**config.mk**
```make
export PLATFORM = sky130hd
export DESIGN_NAME = pcf_cfg_top
export DESIGN_NICKNAME = d
export VERILOG_FILES = /design/src/pcf_pkg.sv /design/src/pcf_cmd_if.sv /design/src/pcf_cfg_top.sv /design/src/pcf_cmd_stat.sv /design/src/pcf_ssid_loader.sv
export VERILOG_INCLUDE_DIRS = /design/src
export SDC_FILE = /design/constraint.sdc
export NUM_CORES = 1
export LEC_CHECK = 0
export ABC_AREA = 1
export BUFFER_PORTS_ARGS = -buffer_cell sky130_fd_sc_hd__buf_2
export CORE_UTILIZATION = 40
export DETAILED_ROUTE_END_ITERATION = 12
export MAX_ROUTING_LAYER = met4
export PLACE_DENSITY = 0.58
export REMOVE_ABC_BUFFERS = 1
export SETUP_SLACK_MARGIN = 0.4
export SLEW_MARGIN = 25
export SYNTH_ARGS = -nofsm -noshare
export SYNTH_HDL_FRONTEND = slang
export SYNTH_SLANG_ARGS = --single-unit
```
**constraint.sdc**
```tcl
create_clock -name sys_clk_in -period 3.8 [get_ports sys_clk_in]
set_clock_uncertainty 0.05 [all_clocks]
set_input_delay 0.19 -clock sys_clk_in [delete_from_list [all_inputs] [get_ports sys_clk_in]]
set_output_delay 0.19 -clock sys_clk_in [all_outputs]
set_load 0.02 [all_outputs]
```
**src/pcf_params.svh**
```systemverilog
// constants for the function 0 configuration header
// Operation
// - Offset 00h returns a fixed read-only 16-bit maker code.
// - Offset 02h returns a fixed read-only 16-bit part code.
// - Command bits 15:10 read zero; writes to them are ignored.
// - Fast back-to-back master enable, bit 9, is read-only zero.
// - Address parity report enable set: drive SERR# on address errors.
// - Address/data stepping bit 7 is read-only zero.
// - Data parity report enable set: drive PERR# on data parity error.
// - VGA palette snoop enable, bit 5, is read-only zero.
// - Memory write and invalidate enable, bit 4, is read-only zero.
// - Special cycle bit 3 reads zero; all special cycles are ignored.
// - Bus mastering is requested only while bus master enable is 1.
// - Memory space bit 1 reads zero; memory cycles are never claimed.
// - I/O accesses are claimed only while I/O space enable is 1.
// - Subsystem vendor and subsystem codes load serially from memory.
// - Sticky status error flags clear on writing 1; 0 leaves them.
// - Signalled parity error never sets while data parity report is 0.
`ifndef PCF_PARAMS_SVH
`define PCF_PARAMS_SVH

// ----------------------------------------------------------------
// header offsets (byte address of the dword)
// ----------------------------------------------------------------
`define PCF_OFF_ID        8'h00
`define PCF_OFF_CMDSTS    8'h04
`define PCF_OFF_CLASS     8'h08
`define PCF_OFF_SUBSYS    8'h2C
`define PCF_OFF_MISC      8'h58
`define PCF_OFF_CODEC     8'h5C
`define PCF_OFF_TIMER     8'h64
`define PCF_OFF_PLL0      8'h78
`define PCF_OFF_PLL1      8'h7C
`define PCF_OFF_PLL2      8'h80
`define PCF_OFF_TEST      8'h88
`define PCF_OFF_IRQ0      8'hA0
`define PCF_OFF_IRQ1      8'hA4
`define PCF_OFF_IRQ2      8'hA8
`define PCF_OFF_IRQ3      8'hAC
`define PCF_OFF_IRQ4      8'hB0
`define PCF_OFF_IRQ5      8'hB4
`define PCF_OFF_IRQ6      8'hB8
`define PCF_OFF_IRQ7      8'hBC
`define PCF_OFF_COMARCH   8'hC0

// ----------------------------------------------------------------
// function specific byte registers
// ----------------------------------------------------------------
`define PCF_FS_COUNT      19
`define PCF_FS_NONE       5'h1F
`define PCF_FS_RST        8'h00

// ----------------------------------------------------------------
// command field positions and masks
// ----------------------------------------------------------------
`define PCF_CMD_IO        0
`define PCF_CMD_MAST      2
`define PCF_CMD_PERR      6
`define PCF_CMD_SERR      8
`define PCF_CMD_WR_MASK   16'h0145
`define PCF_CMD_RST       16'h0000

// ----------------------------------------------------------------
// status field positions and values
// ----------------------------------------------------------------
`define PCF_STS_RPERR     15
`define PCF_STS_SSERR     14
`define PCF_STS_SMABORT   13
`define PCF_STS_RTABORT   12
`define PCF_STS_STABORT   11
`define PCF_STS_SPERR     8
`define PCF_STS_STICKY    16'hF900
`define PCF_STS_FIXED     16'h0280
`define PCF_STS_RST       16'h0000

// ----------------------------------------------------------------
// class code and serial memory access
// ----------------------------------------------------------------
`define PCF_CLASS_CODE    24'h040100
`define PCF_EE_READ_CMD   9'h180
`define PCF_EE_CMD_BITS   9
`define PCF_EE_DATA_BITS  32
`define PCF_EE_DIV        4

`endif

```
**src/pcf_pkg.sv**
```systemverilog
// types shared by the configuration header modules
package pcf_pkg;

    // ----------------------------------------------------------------
    // serial loader states
    // ----------------------------------------------------------------
    typedef enum logic [2:0] {
        PCF_LD_IDLE  = 3'h1,
        PCF_LD_SHIFT = 3'h2,
        PCF_LD_DONE  = 3'h4
    } pcf_ld_state_t;

    typedef logic [15:0] pcf_half_t;

endpackage : pcf_pkg

```
**src/pcf_cmd_if.sv**
```systemverilog
// carrier between the header top and the command/status unit
interface pcf_cmd_if;
    logic              wr;
    logic [3:0]        be;
    logic [31:0]       wdata;
    pcf_pkg::pcf_half_t cmd;
    pcf_pkg::pcf_half_t sts;
    logic              addr_perr;
    logic              data_perr;
    logic              perr_seen;
    logic              mabort;
    logic              rtabort;
    logic              stabort;
    logic              serr_oe;
    logic              perr_oe;

    modport ctrl (output wr, be, wdata, addr_perr, data_perr, perr_seen,
                  output mabort, rtabort, stabort,
                  input  cmd, sts, serr_oe, perr_oe);
    modport regs (input  wr, be, wdata, addr_perr, data_perr, perr_seen,
                  input  mabort, rtabort, stabort,
                  output cmd, sts, serr_oe, perr_oe);
endinterface : pcf_cmd_if

```
**src/pcf_cfg_top.sv**
```systemverilog
// function 0 configuration header with command and subsystem loading
`include "pcf_params.svh"

module pcf_cfg_top #(
    // arbitrary neutral identification values
    parameter logic [15:0] MAKER_CODE = 16'h1A2B,
    parameter logic [15:0] PART_CODE  = 16'h3C4D,
    parameter logic [7:0]  REVISION   = 8'h00,
    parameter int          EE_DIV     = `PCF_EE_DIV
) (
    input  wire logic        sys_clk_in,
    input  wire logic        rst_in,
    input  wire logic        cfg_req_in,
    input  wire logic        cfg_we_in,
    input  wire logic [7:0]  cfg_addr_in,
    input  wire logic [3:0]  cfg_be_in,
    input  wire logic [31:0] cfg_wdata_in,
    output logic [31:0]      cfg_rdata_out,
    output logic             cfg_ack_out,
    input  wire logic        addr_perr_in,
    input  wire logic        data_perr_in,
    input  wire logic        perr_seen_in,
    input  wire logic        master_abort_in,
    input  wire logic        target_abort_rcvd_in,
    input  wire logic        target_abort_sig_in,
    input  wire logic        master_req_in,
    output logic             bus_req_out,
    input  wire logic        io_hit_in,
    output logic             io_claim_out,
    input  wire logic        mem_hit_in,
    output logic             mem_claim_out,
    input  wire logic        special_hit_in,
    output logic             special_claim_out,
    output logic             serr_n_out,
    output logic             serr_oe_out,
    output logic             perr_n_out,
    output logic             perr_oe_out,
    input  wire logic        ee_do_in,
    output logic             ee_cs_out,
    output logic             ee_clk_out,
    output logic             ee_di_out,
    output logic             ssid_valid_out
);

    // ----------------------------------------------------------------
    // decode helper
    // ----------------------------------------------------------------
    // map a dword offset to a function specific byte register slot
    function automatic logic [4:0] fs_index(input logic [7:0] addr);
        case (addr)
            `PCF_OFF_MISC:    fs_index = 5'h00;
            `PCF_OFF_CODEC:   fs_index = 5'h01;
            `PCF_OFF_TIMER:   fs_index = 5'h02;
            `PCF_OFF_PLL0:    fs_index = 5'h03;
            `PCF_OFF_PLL1:    fs_index = 5'h04;
            `PCF_OFF_PLL2:    fs_index = 5'h05;
            `PCF_OFF_TEST:    fs_index = 5'h06;
            `PCF_OFF_IRQ0:    fs_index = 5'h07;
            `PCF_OFF_IRQ1:    fs_index = 5'h08;
            `PCF_OFF_IRQ2:    fs_index = 5'h09;
            `PCF_OFF_IRQ3:    fs_index = 5'h0A;
            `PCF_OFF_IRQ4:    fs_index = 5'h0B;
            `PCF_OFF_IRQ5:    fs_index = 5'h0C;
            `PCF_OFF_IRQ6:    fs_index = 5'h0D;
            `PCF_OFF_IRQ7:    fs_index = 5'h0E;
            `PCF_OFF_COMARCH: fs_index = 5'h0F;
            default:          fs_index = `PCF_FS_NONE;
        endcase
    endfunction : fs_index

    // ----------------------------------------------------------------
    // access decode
    // ----------------------------------------------------------------
    logic [7:0]  addr_dw;
    logic        wr_en;
    logic        rd_en;
    logic [4:0]  wr_idx;
    logic [4:0]  rd_idx;
    logic        hit_cmd;

    // byte address rounded down to its dword
    assign addr_dw = {cfg_addr_in[7:2], 2'b00};
    assign wr_en   = cfg_req_in & cfg_we_in;
    assign rd_en   = cfg_req_in & ~cfg_we_in;
    assign wr_idx  = fs_index(addr_dw);
    assign rd_idx  = fs_index(addr_dw);
    assign hit_cmd = (addr_dw == `PCF_OFF_CMDSTS);

    // ----------------------------------------------------------------
    // command and status unit
    // ----------------------------------------------------------------
    pcf_cmd_if cmd_bus ();

    // feed writes and bus events to the unit
    assign cmd_bus.wr        = wr_en & hit_cmd;
    assign cmd_bus.be        = cfg_be_in;
    assign cmd_bus.wdata     = cfg_wdata_in;
    assign cmd_bus.addr_perr = addr_perr_in;
    assign cmd_bus.data_perr = data_perr_in;
    assign cmd_bus.perr_seen = perr_seen_in;
    assign cmd_bus.mabort    = master_abort_in;
    assign cmd_bus.rtabort   = target_abort_rcvd_in;
    assign cmd_bus.stabort   = target_abort_sig_in;

    pcf_cmd_stat u_cmd (
        .sys_clk_in (sys_clk_in),
        .rst_in     (rst_in),
        .bus        (cmd_bus.regs)
    );

    // ----------------------------------------------------------------
    // subsystem code loader
    // ----------------------------------------------------------------
    logic [31:0] ssid_word;
    logic        ssid_done;
    logic        ee_cs;
    logic        ee_clk;
    logic        ee_di;

    pcf_ssid_loader #(
        .DIV  (EE_DIV),
        .CMDW (`PCF_EE_CMD_BITS),
        .DATW (`PCF_EE_DATA_BITS)
    ) u_ssid (
        .sys_clk_in (sys_clk_in),
        .rst_in     (rst_in),
        .ee_do_in   (ee_do_in),
        .ee_cs_out  (ee_cs),
        .ee_clk_out (ee_clk),
        .ee_di_out  (ee_di),
        .ssid_out   (ssid_word),
        .done_out   (ssid_done)
    );

    // loader flops go straight to the pins
    assign ee_cs_out      = ee_cs;
    assign ee_clk_out     = ee_clk;
    assign ee_di_out      = ee_di;
    assign ssid_valid_out = ssid_done;

    // ----------------------------------------------------------------
    // function specific byte registers
    // ----------------------------------------------------------------
    logic [7:0] fs_q [`PCF_FS_COUNT];

    // one writable byte per slot, lane 0 only
    genvar gi;
    generate
        for (gi = 0; gi < `PCF_FS_COUNT; gi++) begin : g_fs
            always_ff @(posedge sys_clk_in) begin
                if (rst_in) begin
                    fs_q[gi] <= `PCF_FS_RST;
                end else if (wr_en && cfg_be_in[0] && wr_idx == 5'(gi)) begin
                    fs_q[gi] <= cfg_wdata_in[7:0];
                end
            end
        end
    endgenerate

    // ----------------------------------------------------------------
    // read data selection
    // ----------------------------------------------------------------
    logic [31:0] rd_mux;
    logic [31:0] rd_fs;
    logic [31:0] id_word;
    logic [31:0] cmd_word;

    // byte register reads, upper lanes reserved zero
    assign rd_fs = (rd_idx == `PCF_FS_NONE) ? 32'h0000_0000
                                            : {24'h00_0000, fs_q[rd_idx]};

    // identity codes are parameters, never writable
    assign id_word  = {PART_CODE, MAKER_CODE};
    // command bits outside the write mask read back zero
    assign cmd_word = {cmd_bus.sts,
                       cmd_bus.cmd};

    // fixed identities, command with read-only zeros, subsystem codes
    always_comb begin
        case (addr_dw)
            `PCF_OFF_ID:     rd_mux = id_word;
            `PCF_OFF_CMDSTS: rd_mux = cmd_word;
            `PCF_OFF_CLASS:  rd_mux = {`PCF_CLASS_CODE, REVISION};
            `PCF_OFF_SUBSYS: rd_mux = ssid_word;
            default:         rd_mux = rd_fs;
        endcase
    end

    // answer one cycle after the request
    always_ff @(posedge sys_clk_in) begin
        if (rst_in) begin
            cfg_ack_out   <= 1'b0;
            cfg_rdata_out <= 32'h0000_0000;
        end else begin
            cfg_ack_out   <= cfg_req_in;
            cfg_rdata_out <= rd_en ? rd_mux : 32'h0000_0000;
        end
    end

    // ----------------------------------------------------------------
    // bus behaviour gated by the command enables
    // ----------------------------------------------------------------
    logic mast_en;
    logic io_en;

    assign mast_en = cmd_bus.cmd[`PCF_CMD_MAST];
    assign io_en   = cmd_bus.cmd[`PCF_CMD_IO];

    // request, claim and error pin flops
    always_ff @(posedge sys_clk_in) begin
        if (rst_in) begin
            bus_req_out       <= 1'b0;
            io_claim_out      <= 1'b0;
            mem_claim_out     <= 1'b0;
            special_claim_out <= 1'b0;
            serr_n_out        <= 1'b0;
            serr_oe_out       <= 1'b0;
            perr_n_out        <= 1'b0;
            perr_oe_out       <= 1'b0;
        end else begin
            bus_req_out       <= master_req_in & mast_en;
            io_claim_out      <= io_hit_in & io_en;
            mem_claim_out     <= mem_hit_in & 1'b0;
            special_claim_out <= special_hit_in & 1'b0;
            serr_n_out        <= 1'b0;
            serr_oe_out       <= cmd_bus.serr_oe;
            perr_n_out        <= 1'b0;
            perr_oe_out       <= cmd_bus.perr_oe;
        end
    end

endmodule : pcf_cfg_top

```
**src/pcf_cmd_stat.sv**
```systemverilog
// command and status halfwords with parity error reporting
`include "pcf_params.svh"

module pcf_cmd_stat (
    input  wire logic sys_clk_in,
    input  wire logic rst_in,
    pcf_cmd_if.regs   bus
);

    // ----------------------------------------------------------------
    // register state
    // ----------------------------------------------------------------
    pcf_pkg::pcf_half_t cmd_q;
    pcf_pkg::pcf_half_t sts_q;
    logic               serr_oe_q;
    logic               perr_oe_q;

    // ----------------------------------------------------------------
    // write decode
    // ----------------------------------------------------------------
    logic [15:0] cmd_be;
    logic [15:0] cmd_wmask;
    logic [15:0] sts_be;
    logic [15:0] sts_clr;
    logic [15:0] sts_set;
    logic        serr_fire;
    logic        perr_fire;

    // byte lanes expanded to bit masks
    assign cmd_be    = {{8{bus.be[1]}}, {8{bus.be[0]}}};
    assign sts_be    = {{8{bus.be[3]}}, {8{bus.be[2]}}};
    // only the four writable enables take data
    assign cmd_wmask = bus.wr ? (cmd_be & `PCF_CMD_WR_MASK)
                              : 16'h0000;
    // write 1 to clear, sticky bits only
    assign sts_clr   = bus.wr ? (sts_be & bus.wdata[31:16] & `PCF_STS_STICKY)
                              : 16'h0000;

    // error pins fire only when enabled
    assign serr_fire = bus.addr_perr & cmd_q[`PCF_CMD_SERR];
    assign perr_fire = bus.data_perr & cmd_q[`PCF_CMD_PERR];

    // hardware set vector
    always_comb begin
        sts_set = 16'h0000;
        sts_set[`PCF_STS_RPERR]   = bus.addr_perr | bus.data_perr;
        sts_set[`PCF_STS_SSERR]   = serr_fire;
        sts_set[`PCF_STS_SMABORT] = bus.mabort;
        sts_set[`PCF_STS_RTABORT] = bus.rtabort;
        sts_set[`PCF_STS_STABORT] = bus.stabort;
        // masked by the data parity enable
        sts_set[`PCF_STS_SPERR]   = bus.perr_seen
                                    & cmd_q[`PCF_CMD_PERR];
    end

    // ----------------------------------------------------------------
    // registers
    // ----------------------------------------------------------------
    // command: zero at reset, writable bits only
    always_ff @(posedge sys_clk_in) begin
        if (rst_in) begin
            cmd_q <= `PCF_CMD_RST;
        end else begin
            cmd_q <= (cmd_q & ~cmd_wmask) | (bus.wdata[15:0] & cmd_wmask);
        end
    end

    // status: a set in the clearing cycle wins
    always_ff @(posedge sys_clk_in) begin
        if (rst_in) begin
            sts_q <= `PCF_STS_RST;
        end else begin
            sts_q <= (sts_q & ~sts_clr) | sts_set;
        end
    end

    // open-drain error drivers, one cycle per event
    always_ff @(posedge sys_clk_in) begin
        if (rst_in) begin
            serr_oe_q <= 1'b0;
            perr_oe_q <= 1'b0;
        end else begin
            serr_oe_q <= serr_fire;
            perr_oe_q <= perr_fire;
        end
    end

    // ----------------------------------------------------------------
    // outputs
    // ----------------------------------------------------------------
    assign bus.cmd     = cmd_q;
    assign bus.sts     = sts_q | `PCF_STS_FIXED;
    assign bus.serr_oe = serr_oe_q;
    assign bus.perr_oe = perr_oe_q;

endmodule : pcf_cmd_stat

```
**src/pcf_ssid_loader.sv**
```systemverilog
// serial memory reader for the subsystem identification codes
`include "pcf_params.svh"

module pcf_ssid_loader #(
    parameter int DIV  = `PCF_EE_DIV,
    parameter int CMDW = `PCF_EE_CMD_BITS,
    parameter int DATW = `PCF_EE_DATA_BITS
) (
    input  wire logic        sys_clk_in,
    input  wire logic        rst_in,
    input  wire logic        ee_do_in,
    output logic             ee_cs_out,
    output logic             ee_clk_out,
    output logic             ee_di_out,
    output logic [DATW-1:0]  ssid_out,
    output logic             done_out
);

    localparam logic [6:0] TOTAL   = 7'(CMDW + DATW);
    localparam logic [6:0] CMDLEN  = 7'(CMDW);
    localparam logic [7:0] DIVLAST = 8'(DIV - 1);

    // ----------------------------------------------------------------
    // state
    // ----------------------------------------------------------------
    pcf_pkg::pcf_ld_state_t state_q;
    logic                   do_s1_q;
    logic                   do_s2_q;
    logic [7:0]             div_q;
    logic [6:0]             cnt_q;
    logic [CMDW-1:0]        cmd_q;
    logic [DATW-1:0]        sh_q;
    logic                   tick;
    logic                   in_data;

    // phase tick and read window
    assign tick    = (div_q == DIVLAST);
    assign in_data = (cnt_q >= CMDLEN);

    // pin synchroniser
    always_ff @(posedge sys_clk_in) begin
        do_s1_q <= ee_do_in;
        do_s2_q <= do_s1_q;
    end

    // serial clock phase divider
    always_ff @(posedge sys_clk_in) begin
        if (rst_in || tick) begin
            div_q <= 8'h00;
        end else begin
            div_q <= div_q + 8'h01;
        end
    end

    // read sequence: command out, then both codes in msb first
    always_ff @(posedge sys_clk_in) begin
        if (rst_in) begin
            state_q    <= pcf_pkg::PCF_LD_IDLE;
            ee_cs_out  <= 1'b0;
            ee_clk_out <= 1'b0;
            ee_di_out  <= 1'b0;
            cnt_q      <= 7'h00;
            cmd_q      <= CMDW'(`PCF_EE_READ_CMD);
            sh_q       <= '0;
            ssid_out   <= '0;
            done_out   <= 1'b0;
        end else begin
            case (state_q)
                pcf_pkg::PCF_LD_IDLE: begin
                    ee_cs_out <= 1'b1;
                    ee_di_out <= cmd_q[CMDW-1];
                    cmd_q     <= {cmd_q[CMDW-2:0], 1'b0};
                    state_q   <= pcf_pkg::PCF_LD_SHIFT;
                end
                pcf_pkg::PCF_LD_SHIFT: begin
                    if (tick && !ee_clk_out) begin
                        ee_clk_out <= 1'b1;
                        if (in_data) begin
                            sh_q <= {sh_q[DATW-2:0], do_s2_q};
                        end
                    end else if (tick) begin
                        ee_clk_out <= 1'b0;
                        cnt_q      <= cnt_q + 7'h01;
                        ee_di_out  <= cmd_q[CMDW-1];
                        cmd_q      <= {cmd_q[CMDW-2:0], 1'b0};
                        if (cnt_q + 7'h01 == TOTAL) begin
                            ee_cs_out <= 1'b0;
                            ssid_out  <= sh_q;
                            done_out  <= 1'b1;
                            state_q   <= pcf_pkg::PCF_LD_DONE;
                        end
                    end
                end
                pcf_pkg::PCF_LD_DONE: begin
                    state_q <= pcf_pkg::PCF_LD_DONE;
                end
                default: begin
                    state_q <= pcf_pkg::PCF_LD_IDLE;
                end
            endcase
        end
    end

endmodule : pcf_ssid_loader

```
**Yosys cells after proc, flatten, opt, wreduce, memory -nomap -nowiden**

Memories as Yosys holds them, arrays and structs flattened.
Cells that the tools add are included.

- Eq/ne operators: 46
- Reduce and logical (&&, ||, !) cells: 35
- Bitwise gates (word level): 39
- Add/sub/neg operators: 2
- Magnitude comparators: 1
- Mux-type cells: 99

Operator list:

| cell | count |
|---|---|
| $mux W8 | 20 |
| $pmux W32 S4 | 1 |
| $pmux W5 S16 | 1 |
| $eq A6 B6 Y1 const B | 11 |
| $mux W1 | 66 |
| $and A16 B16 Y16 | 4 |
| $eq A5 B4 Y1 const B | 8 |
| $not A16 Y16 | 2 |
| $or A16 B16 Y16 | 2 |
| $eq A6 B5 Y1 const B | 5 |
| $mux W9 | 3 |
| $logic_and A1 B1 Y1 | 21 |
| $eq A5 B3 Y1 const B | 4 |
| $eq A5 B5 Y1 const B | 4 |
| $or A1 B1 Y1 | 20 |
| $pmux W9 S2 | 1 |
| $mux W16 | 1 |
| $reduce_and A3 Y1 | 4 |
| $eq A5 B2 Y1 const B | 2 |
| $mux W3 | 3 |
| $pmux W3 S3 | 1 |
| $add A8 B1 Y8 const B | 1 |
| $and A1 B1 Y1 | 8 |
| $eq A8 B2 Y1 const B | 1 |
| other kinds (22) | 28 |

- Register bits: 168
- Bits in writable memories: 152
- Logic and storage cells: 245
- Input bits: 59
- Memories: 1

Memories:

| name | depth | bits a word | rd ports | clocked after memory_dff | write ports | RTL line | text |
|---|---|---|---|---|---|---|---|
| fs_q | 19 | 8 | 1 | 0 | 19 | pcf_cfg_top.sv:144 | `` logic [7:0] fs_q [`PCF_FS_COUNT]; `` |

**Longest topological paths before layout**

Gate-level depths: netlist of the first run.

- Word-level depth: 8
- Gate-level depth with buffers: 19

**By module**

Synthesis of the first run repeated with hierarchy kept, for this count alone.

- Cells, all modules: 1497
- Area, all modules: 12050.3 um2

By module, submodules not included:

| module | instances | area an instance (um2) | sequential area each (um2) | cells each |
|---|---|---|---|---|
| pcf_cfg_top | 1 | 7831.3 | 4584.4 | 907 |
| pcf_ssid_loader | 1 | 3588.4 | 1801.7 | 507 |
| pcf_cmd_stat | 1 | 630.6 | 240.2 | 83 |

**Least setup slack after synthesis of the first run**

No wires, ideal clock.

- Path type: input-to-reg
- Start: input cfg_addr_in[5]
- End: memory fs_q[8][0] (enable)
- Arrival: 1.933 ns
- Setup slack: 1.433 ns
- Buffers on the path: 0
- Stages on the path: 9
- Library setup time: 0.384 ns
- Data required time: 3.366 ns
- Cells stage by stage: nand2_1 > inv_1 > nand3_2 > nand2_1 > nor3_4 > nand3_2 > nor2_2 > inv_1 > o21ai_0

RTL lines:

| what | RTL line | text |
|---|---|---|
| start: declaration | pcf_cfg_top.sv:15 | `input wire logic [7:0] cfg_addr_in,` |
| end: declaration | pcf_cfg_top.sv:144 |  |

**Final worst setup path of the first run**

- Start: input cfg_addr_in[7]
- End: register u_cmd.sts_q[12]

- Cells in the longest elaborated chain, start to end: 6

RTL lines:

| what | RTL line | text |
|---|---|---|
| $eq A6 B1 Y1 | n/a |  |
| $and A1 B1 Y1 | pcf_cfg_top.sv:95 | `assign cmd_bus.wr = wr_en & hit_cmd;` |
| $mux W16 | pcf_cmd_stat.sv:36 | `` assign sts_clr = bus.wr ? (sts_be & bus.wdata[31:16] & `PCF_STS_STICKY) `` |
| $not A16 Y16 | pcf_cmd_stat.sv:73 | `sts_q <= (sts_q & ~sts_clr) \| sts_set;` |
| $and A16 B16 Y16 | pcf_cmd_stat.sv:73 |  |
| $or A16 B16 Y16 | pcf_cmd_stat.sv:73 |  |
| end signal: assignment | pcf_cmd_stat.sv:71 | `` sts_q <= `PCF_STS_RST; `` |
| end signal: assignment | pcf_cmd_stat.sv:73 |  |
| end: declaration | pcf_cmd_stat.sv:14 | `pcf_pkg::pcf_half_t sts_q;` |

Every way passes these cells.
A chain may end at the register's enable or synchronous reset.

==> results_dict.tcl, run 1 <==
set metrics [dict create \
    fin_area_um2 13600 \
    grt_pass1_wl_um 46200 \
    synth-seq-area-share 0.573 \
    gp_congestion 0.902 \
    pre_cts_slack_ns 0.678 \
    multiInputGateArea_um2 4030 \
    yosysTopAreaCell "edfxtp_1" \
    grtUsageMet2 0.330 \
    fp.coreArea_um2 28100 \
    seq_area_um2 6630 \
    htree_levels 1 \
    ys_ff_latch 267 \
    final_common_cell "nor2_1" \
    globalRoute.busiestLayer "met2" \
    end_kind "register" \
    synth-adder-area-share 0.00433 \
    cp.arrival_ns 3.16 \
    max-cap-violations 0 \
    synth_top_family_by_area "simple AND/OR/NAND/NOR gates" \
    use_met3 0.0350 \
    first_pass_iters 5 \
    fill_cells 2790 \
    cts.sinks 267 \
    std_cell_rows 61 \
    crit_fanout 12 \
    fin_nets 1563 \
    cts_buffers 28 \
    mostFrequentLayoutCells "309 x nor2_1, 250 x nand2_1, 162 x inv_1, 139 x dfxtp_1, 128 x edfxtp_1" \
    synth_warnings 0 \
    syn_area_per_cell_um2 8.32 \
    path_clk_slew_ns 0.06 \
    vias_per_cell 4.79 \
    criticalPathCategory "in -> reg" \
    synth_cell_types 36 \
    synthXorXnorAreaFrac 0.00530 \
    r2r-start "u_ssid.div_q[0]$_SDFF_PP0_" \
    fin_ws_ns 1.03 \
    slew_violations 0 \
    clock_path_buffers 3 \
    cts_tree "done" \
    drt_iter0_drc 619 \
    drc 0 \
    antenna_found_initial 6 \
    clockRootBuffer "clkbuf_16" \
    setup_viol 0 \
    grt_use_total 0.207 \
    synth.area.top_cells "edfxtp_1 33%, dfxtp_1 24%, nor2_1 10%" \
    hp-class "in -> reg" \
    cp.required_ns 4.19 \
    status "completed" \
    fin_crit_ns 2.77 \
    dpl.hpwl_um 19600 \
    synthSimpleGateAreaFrac 0.247 \
    clock.fmax_mhz 361 \
    via_count 9129 \
    clock_latency_ns 0.54 \
    muxShareOfSynthArea 0 \
    grt_use_met1 0.270 \
    syn2layout_area_growth_pct 17.9 \
    holdPathEnd "cfg_rdata_out[27]$_SDFF_PP0_" \
    synth_compound_area_frac 0.0898 \
    peakVddDrop_mv 0.335 \
    grt_max_degree 65 \
    grt.overflow.total 0 \
    port_buffers 77 \
    wirelength_um 28900 \
    synth_area_um2 11600 \
    post-route-period-util 0.729 \
    die_area_um2 29600 \
    whs_path_depth 5 \
    grt_pass1_vias 8739 \
    hold_path.startpoint "cfg_we_in" \
    wl_per_cell_um 15.2 \
    setup_tns_ns 0 \
    post-cts-setup-buffer-count 0 \
    die_y_um 172 \
    r2r-end "u_ssid.sh_q[22]$_SDFFE_PP0P_" \
    reg2reg_depth 11 \
    io_pins 104 \
    r2r_slack_ns 1.19 \
    hold_viol 0 \
    netlist_instances 1389 \
    initial_core_util 0.412 \
    place_area_um2 12400 \
    drive_gt1_frac 0.131 \
    rsz0062_at_grt "no" \
    holdWs_ns 0.0373 \
    ant_nets 0 \
    p_leak_nw 5.85 \
    tightest_slew_ns 0.886 \
    slew_headroom 0.409 \
    die_width_um 172 \
    startpoint_type "input pin" \
    power_density_nw_per_um2 473 \
    netlist.area_leader.share 0.333 \
]
==> critical path, cell delays in order <==
cell and delay [ns]:
buf_2 0.14, nor2_1 0.22, inv_1 0.06, nor3_1 0.16
buf_4 0.24, inv_1 0.15, nor2_1 0.44, nand3_1 0.18
a21oi_1 0.18, dlygate4sd3_1 0.58, nor2_1 0.04, dlygate4sd3_1 0.55
==> worst max-delay path by stage <==
stage	from	to
global placement	cfg_addr_in[2]	fs_q[13][6]$_SDFFCE_PN0P_
detailed placement	cfg_addr_in[7]	fs_q[13][5]$_SDFFCE_PN0P_
finish	cfg_addr_in[7]	u_cmd.sts_q[12]$_SDFF_PP0_
floorplan	u_ssid.div_q[0]$_SDFF_PP0_	u_ssid.ssid_out[0]$_SDFFE_PP0P_
global route	u_ssid.div_q[0]$_SDFF_PP0_	u_ssid.ssid_out[24]$_SDFFE_PP0P_
CTS	u_ssid.div_q[0]$_SDFF_PP0_	u_ssid.sh_q[9]$_SDFFE_PP0P_
==> Yosys cell counts (all sizes together) <==
master	instances
conb	1
o21ai	125
clkbuf	40
nor4	1
nor3	19
a22oi	1
o21a	1
nand2	256
nand4	12
ha	4
xor2	7
o211ai	2
clkinv	4
nand3	62
inv	171
or2	2
nor2	322
a31oi	3
dfxtp	139
buf	17
edfxtp	128
a21oi	71
o41ai	1
==> report_power, final <==
group	internal, W	leakage [nW]	switching, W
logic	0.000168	3.05	0.000388
registers	0.00311	2.34	0.0000335
clock network	0.00161	0.467	0.00114
==> metal layers <==
metal,share of wire,wire (um)
met2,0.47,13400
met5,0,0
met1,0.45,13000
met3,0.057,1640
met4,0.027,779
==> state kept, by name, indices dropped and copies added, names as in the netlist, named ones only <==
name               count
u_ssid.cmd_q           2
u_ssid.do_s2_q         1
u_ssid.ssid_out       32
u_ssid.do_s1_q         1
fs_q                 128
bus_req_out            1
u_ssid.sh_q           32
cfg_rdata_out         32
u_ssid.div_q           8
u_ssid.state_q         3
cfg_ack_out            1
u_ssid.ee_di_out       1
u_cmd.sts_q            6
u_cmd.bus.serr_oe      1
u_ssid.cnt_q           7
u_ssid.ee_clk_out      1
serr_oe_out            1
u_cmd.bus.perr_oe      1
u_ssid.done_out        1
u_ssid.ee_cs_out       1
perr_oe_out            1
io_claim_out           1
==> final cells by class <==
cell class | instances | area share
Sequential cell | 267 | 0.486
Clock inverter | 12 | 0.00771
Multi-Input combinational cell | 893 | 0.295
Antenna cell | 6 | 0.00110
Inverter | 175 | 0.0483
Clock buffer | 40 | 0.0616
Tap cell | 378 | 0.0347
Timing Repair Buffer | 135 | 0.0653
==> repair_timing <==
action,CTS,global route
gates resized for setup,0,0
endpoints found under the hold margin,16,0
hold buffers,28,0
==> kinds of logic (layout without fill, tap and decap cells) <==
kind of cell               count (synthesis)  count (layout)
and+or+nand+nor                          674             674
DFF                                      267             267
buffers and inverters                    232             362
AOI/OAI and AO/OA                        204             204
xor gates and xnor gates                   7               7
adders and majority gates                  4               4
other                                      1              10
==> metrics by stage <==
stage	std cells	util	power, W
CTS	1900	0.485	0.00650
floorplan	1335	-	0.00354
global route	1906	0.485	0.00668
global placement	1820	0.441	0.00373
finish	1906	0.485	0.00645
detailed placement	1820	0.441	0.00374
(Power assumes the default switching activity.)
==> run 2: changes to the inputs <==
--- a/config.mk
+++ b/config.mk
@@ -11,7 +11,7 @@
 export CORE_UTILIZATION = 40
 export DETAILED_ROUTE_END_ITERATION = 12
 export MAX_ROUTING_LAYER = met4
-export PLACE_DENSITY = 0.58
+export PLACE_DENSITY = 0.61
 export REMOVE_ABC_BUFFERS = 1
 export SETUP_SLACK_MARGIN = 0.4
 export SLEW_MARGIN = 25
==> constraint.sdc (replaced) <==
create_clock -name sys_clk_in -period 2.54 [get_ports sys_clk_in]
set_clock_uncertainty 0.05 [all_clocks]
set_input_delay 0.127 -clock sys_clk_in [delete_from_list [all_inputs] [get_ports sys_clk_in]]
set_output_delay 0.127 -clock sys_clk_in [all_outputs]
set_load 0.02 [all_outputs]
==> run 2 against run 1 <==
Compared with the run above:
- clock power rose by 57%
- utilization up 1.3 points
- routed wire length is 3.0% higher
- highest routed layer unchanged
- largest cell class unchanged
- non-clock buffer count grew 24
- sequential cell count unchanged
- sequential power rose by 50%
- design area is 2.7% higher
- worst hold slack gained 0.032 ns
==> results_dict.tcl, run 2 (synthesized netlist as in run 1, its figures left out) <==
set metrics [dict create \
    status "completed" \
    cts.sinks 267 \
    drc 0 \
    multiInputGateArea_um2 4080 \
    crit_fanout 16 \
    htree_levels 1 \
    wl_per_cell_um 15.5 \
    p_switching_w 0.00231 \
    fill_cells 2714 \
    die_area_um2 29600 \
    clock_path_buffers 3 \
    drive_gt1_frac 0.151 \
    grt_pass1_vias 8639 \
    r2r-start "u_ssid.div_q[0]$_SDFF_PP0_" \
    vias_per_cell 4.84 \
    fin_ws_ns 0.547 \
    final_common_cell "nor2_1" \
    die_y_um 172 \
    max-cap-violations 0 \
    final_util 0.499 \
    place_area_um2 12600 \
    cts_buffers 26 \
    setup_viol 0 \
    fin_area_um2 14000 \
    cts_tree "done" \
    criticalPathCategory "reg -> reg" \
    hold_path.startpoint "cfg_addr_in[2]" \
    first_pass_iters 5 \
    largest-register "fs_q" \
    power.share.clock 0.436 \
    power_density_nw_per_um2 707 \
    fp.coreArea_um2 28100 \
    io_pins 104 \
    internal_power_w 0.00760 \
    cp.required_ns 2.92 \
    dpl.hpwl_um 19800 \
    grt_pass1_wl_um 46300 \
    grt_use_total 0.208 \
    std_cell_rows 61 \
    drt_iter0_drc 629 \
    post-route-period-util 0.785 \
    clock.fmax_mhz 502 \
    path_clk_slew_ns 0.06 \
    rsz0062_at_grt "no" \
    die_width_um 172 \
    p_leak_nw 6.06 \
    power_frac_seq 0.474 \
    syn2layout_area_growth_pct 21.2 \
    slew_violations 0 \
    largest_reg_flops 128 \
    grt.overflow.total 0 \
    ant_nets 0 \
    end_kind "register" \
    grt_max_degree 80 \
    fin_nets 1585 \
    mostFrequentLayoutCells "305 x nor2_1, 250 x nand2_1, 162 x inv_1, 138 x dfxtp_1, 128 x edfxtp_1" \
    antenna_found_initial 4 \
    comb_power_share 0.090 \
    slew_headroom 0.458 \
    tightest_slew_ns 0.809 \
    reg2reg_depth 12 \
    via_count 9321 \
    hold_viol 0 \
    clockRootBuffer "clkbuf_16" \
    initial_core_util 0.412 \
    wirelength_um 29800 \
    switching_share 0.234 \
    pre_cts_slack_ns 0.0482 \
    whs_path_depth 4 \
    startpoint_type "register" \
    startpoint "u_ssid.div_q[0]$_SDFF_PP0_" \
    gp_congestion 0.894 \
    fin_crit_ns 1.99 \
    port_buffers 77 \
    clock_latency_ns 0.54 \
    hp-class "in -> reg" \
    peakVddDrop_mv 0.860 \
    seq_area_um2 6630 \
    cp.arrival_ns 2.37 \
    r2r_slack_ns 0.55 \
]
## run 2: cell count changes in the layout (fill, tap and decap cells not counted), moves of 3 or more
| cell | previous run | this run |
|---|---|---|
| buf_4 | 30 | 47 |
| o21ai_0 | 118 | 107 |
| o21ai_1 | 7 | 18 |
| buf_12 | 0 | 5 |
| bufinv_16 | 1 | 5 |
| nor2_1 | 309 | 305 |
| nor2_4 | 3 | 7 |
| clkbuf_1 | 4 | 1 |
## run 2: metal layers
metal  routed length (um)  vias to the layer above  global-route usage
met5                    0                        -                   -
met2                13900                      209               0.330
met4                  957                        0              0.0739
met3                 1530                       59              0.0343
li1                     -                     4704                   -
met1                13400                     4349               0.269
## run 2: worst max-delay path, stage by stage (launching register included)
cell	delay (ns)
dfxtp_1	0.35
ha_1	0.18
inv_1	0.07
nor4_2	0.20
buf_4	0.16
inv_1	0.06
nor2_4	0.11
inv_1	0.08
nor2_4	0.12
nand2_4	0.10
clkbuf_16	0.19
o21ai_0	0.16
a21oi_1	0.06
## run 2: power by group through the flow
stage               registers [W]  logic, W  clock network, W
floorplan                 0.00479  0.000498                 0
global placement          0.00479  0.000840                 0
detailed placement        0.00479  0.000845                 0
CTS                       0.00470  0.000874           0.00439
global route              0.00471  0.000991           0.00457
finish                    0.00470  0.000889           0.00432
## run 2: worst paths after layout
path	to
max	u_ssid.ssid_out[12]$_SDFFE_PP0P_
max reg2reg	u_ssid.ssid_out[12]$_SDFFE_PP0P_
min reg2reg	u_ssid.do_s2_q$_DFF_P_
min	cfg_rdata_out[16]$_SDFF_PP0_
## run 2: repair_timing
item / in CTS / in global routing
pin swaps: 0 / 3
hold endpoints to repair: 16 / 0
hold buffers: 26 / 0
setup endpoints to repair: 16 / 95
buffers inserted: 3 / 3
gates cloned: 0 / 2
resized for setup: 1 / 31
## run 2: final cells by class
class | instances | area share
sequential | 267 | 0.473
inverter | 175 | 0.0471
antenna | 4 | 0.000715
tap | 378 | 0.0338
clock buffer | 33 | 0.0550
clock inverter | 15 | 0.0153
multi-input combinational | 893 | 0.291
timing repair buffer | 159 | 0.0839
## run 2: stage by stage
stage / total power (W) / instances / TNS (ns) / hold slack [ns]
after floorplan: 0.00529 / 1335 / -39.94 / 0.105
after global placement: 0.00563 / 1838 / 0 / 0.183
after detailed placement: 0.00563 / 1838 / 0 / 0.189
after CTS: 0.00996 / 1915 / 0 / 0.0442
after global routing: 0.0103 / 1924 / 0 / 0.108
final: 0.00991 / 1924 / 0 / 0.0696
==> run 3: changes to the inputs <==
--- a/config.mk
+++ b/config.mk
@@ -11,7 +11,7 @@
 export CORE_UTILIZATION = 40
 export DETAILED_ROUTE_END_ITERATION = 12
 export MAX_ROUTING_LAYER = met4
-export PLACE_DENSITY = 0.61
+export PLACE_DENSITY = 0.58
 export REMOVE_ABC_BUFFERS = 1
 export SETUP_SLACK_MARGIN = 0.4
 export SLEW_MARGIN = 25
==> constraint.sdc (replaced) <==
create_clock -name sys_clk_in -period 2 [get_ports sys_clk_in]
set_clock_uncertainty 0.05 [all_clocks]
set_input_delay 0.1 -clock sys_clk_in [delete_from_list [all_inputs] [get_ports sys_clk_in]]
set_output_delay 0.1 -clock sys_clk_in [all_outputs]
set_load 0.02 [all_outputs]
==> run 3 against run 2 <==
Compared with the run above:
- utilization rose by 9.8 points
- critical endpoint is now u_ssid.cnt_q[5]$_SDFFE_PP0P_
- largest cell class unchanged
- cell count increased by 7.5%
- non-clock buffer count increased by 139
- power increased by 30%
- worst hold slack got worse by 0.062 ns
- the run now ends with setup timing left
==> results_dict.tcl, run 3 (synthesized netlist as in run 1, its figures left out) <==
set metrics [dict create \
    status "finished, violations left" \
    violations "setup timing" \
    cts_tree "done" \
    critical_path.cell_chain "ha_4 -> inv_2 -> nor4_4 -> buf_4 -> inv_2 -> nor2_4 -> inv_2 -> nor2_4 -> buf_6 -> buf_6 -> buf_4 -> buf_6 -> o21ai_0 -> a21oi_1" \
    fin_area_um2 16800 \
    die_y_um 172 \
    io_pins 104 \
    largest_reg_flops 128 \
    wirelength_um 35200 \
    cp.required_ns 2.44 \
    post-place-cells 1920 \
    gp_congestion 0.884 \
    cp.buffers_inverters 8 \
    dpl.hpwl_um 22000 \
    critPathMaxStageDelay_ns 0.36 \
    clock.fmax_mhz 495 \
    clock_path_buffers 3 \
    vias_per_cell 4.91 \
    mostFrequentLayoutCells "207 x nor2_1, 189 x nand2_1, 145 x inv_1, 129 x dfxtp_1, 128 x edfxtp_1" \
    final_common_cell "nor2_1" \
    p_leak_nw 7.13 \
    ant_nets 0 \
    via_count 10200 \
    syn2layout_area_growth_pct 45.0 \
    cts_buffers 29 \
    largest-register "fs_q" \
    setup_viol 2 \
    end_kind "register" \
    power_density_nw_per_um2 771 \
    layout.cells.non_filler 2068 \
    drt_iter0_drc 643 \
    grt_pass1_vias 9491 \
    slew_violations 0 \
    hold_viol 0 \
    clockRootBuffer "clkbuf_16" \
    post-route-period-util 1.01 \
    fin_ws_ns -0.0209 \
    place_area_um2 13200 \
    drc 0 \
    path_clk_slew_ns 0.06 \
    clock_latency_ns 0.56 \
    die_area_um2 29600 \
    first_pass_iters 5 \
    setup_tns_ns -0.0308 \
    grt.overflow.total 0 \
    hp-class "in -> reg" \
    grt_pass1_wl_um 52100 \
    fin_nets 1728 \
    startpoint_type "register" \
    antenna_found_initial 2 \
    max-cap-violations 0 \
    htree_levels 1 \
    cts.sinks 267 \
    grt_max_degree 78 \
    port_buffers 77 \
    cpMaxStageDelayCell "dfxtp_2" \
    initial_core_util 0.412 \
    die_width_um 172 \
    drive_gt1_frac 0.358 \
    std_cell_rows 61 \
    rsz0062_at_grt "yes" \
    fin_crit_ns 2.02 \
    grt_use_total 0.236 \
    criticalPathCategory "reg -> reg" \
    cp.arrival_ns 2.46 \
    peakVddDrop_mv 0.751 \
    fp.coreArea_um2 28100 \
    wl_per_cell_um 17.0 \
    crit_fanout 4 \
    tightest_slew_ns 0.914 \
    crit_family "buffers and inverters" \
    slew_headroom 0.390 \
]
## run 3: worst reg2reg max path, cell delays in order (launching register included)
cell,delay (ns)
dfxtp_2,0.36
ha_4,0.15
inv_2,0.05
nor4_4,0.20
buf_4,0.16
inv_2,0.04
nor2_4,0.09
inv_2,0.05
nor2_4,0.14
buf_6,0.11
buf_6,0.10
buf_4,0.12
buf_6,0.10
o21ai_0,0.07
a21oi_1,0.17
## run 3: final timing paths
path                              start                      endpoint  slack (ns)  depth (start not counted)
min                           cfg_we_in  cfg_rdata_out[25]$_SDFF_PP0_       0.008                          5
max          u_ssid.div_q[0]$_SDFF_PP0_  u_ssid.cnt_q[5]$_SDFFE_PP0P_       -0.02                         14
min reg2reg      u_ssid.do_s1_q$_DFF_P_        u_ssid.do_s2_q$_DFF_P_        0.28                          0
max reg2reg  u_ssid.div_q[0]$_SDFF_PP0_  u_ssid.cnt_q[5]$_SDFFE_PP0P_       -0.02                         14
## run 3: per-layer routing
layer | GRT usage | wire [um]
met1 | 0.306 | 15600
met2 | 0.386 | 17100
met3 | 0.0359 | 1640
met4 | 0.0604 | 918
met5 | - | 0
## run 3: cell type report
class,count,area (um2)
Clock inverter,9,88.8
Sequential cell,267,6640
Timing Repair Buffer,298,2740
Tap cell,378,473
Multi-Input combinational cell,894,5280
Antenna cell,2,5.00
Fill cell,2429,11300
Clock buffer,45,848
Inverter,175,688
## run 3: timing repair
| action | 4_1_cts | 5_1_grt |
|---|---|---|
| setup buffers | 30 | 25 |
| gates resized for setup | 187 | 317 |
| hold buffers | 23 | 0 |
| endpoints found under the setup margin | 222 | 263 |
| gates cloned | 8 | 6 |
| pin swaps | 32 | 116 |
| endpoints found under the hold margin | 18 | 0 |
## run 3: per-stage QoR
stage | setup WS, ns | hold slack (ns) | util | total power (W)
floorplan | -0.984 | 0.0777 | - | 0.00672
global placement | -0.398 | 0.155 | 0.471 | 0.00727
detailed placement | -0.426 | 0.161 | 0.471 | 0.00728
CTS | 0.0986 | 0.00376 | 0.546 | 0.0126
global route | -0.147 | 0.0326 | 0.597 | 0.0133
finish | -0.0209 | 0.00803 | 0.597 | 0.0129
## run 3: power by group
part	leakage [nW]	internal (W)	switching, W
combinational	4.33	0.000662	0.000987
clock	0.457	0.00305	0.00223
sequential	2.34	0.00591	0.0000771
total	7.13	0.00962	0.00329
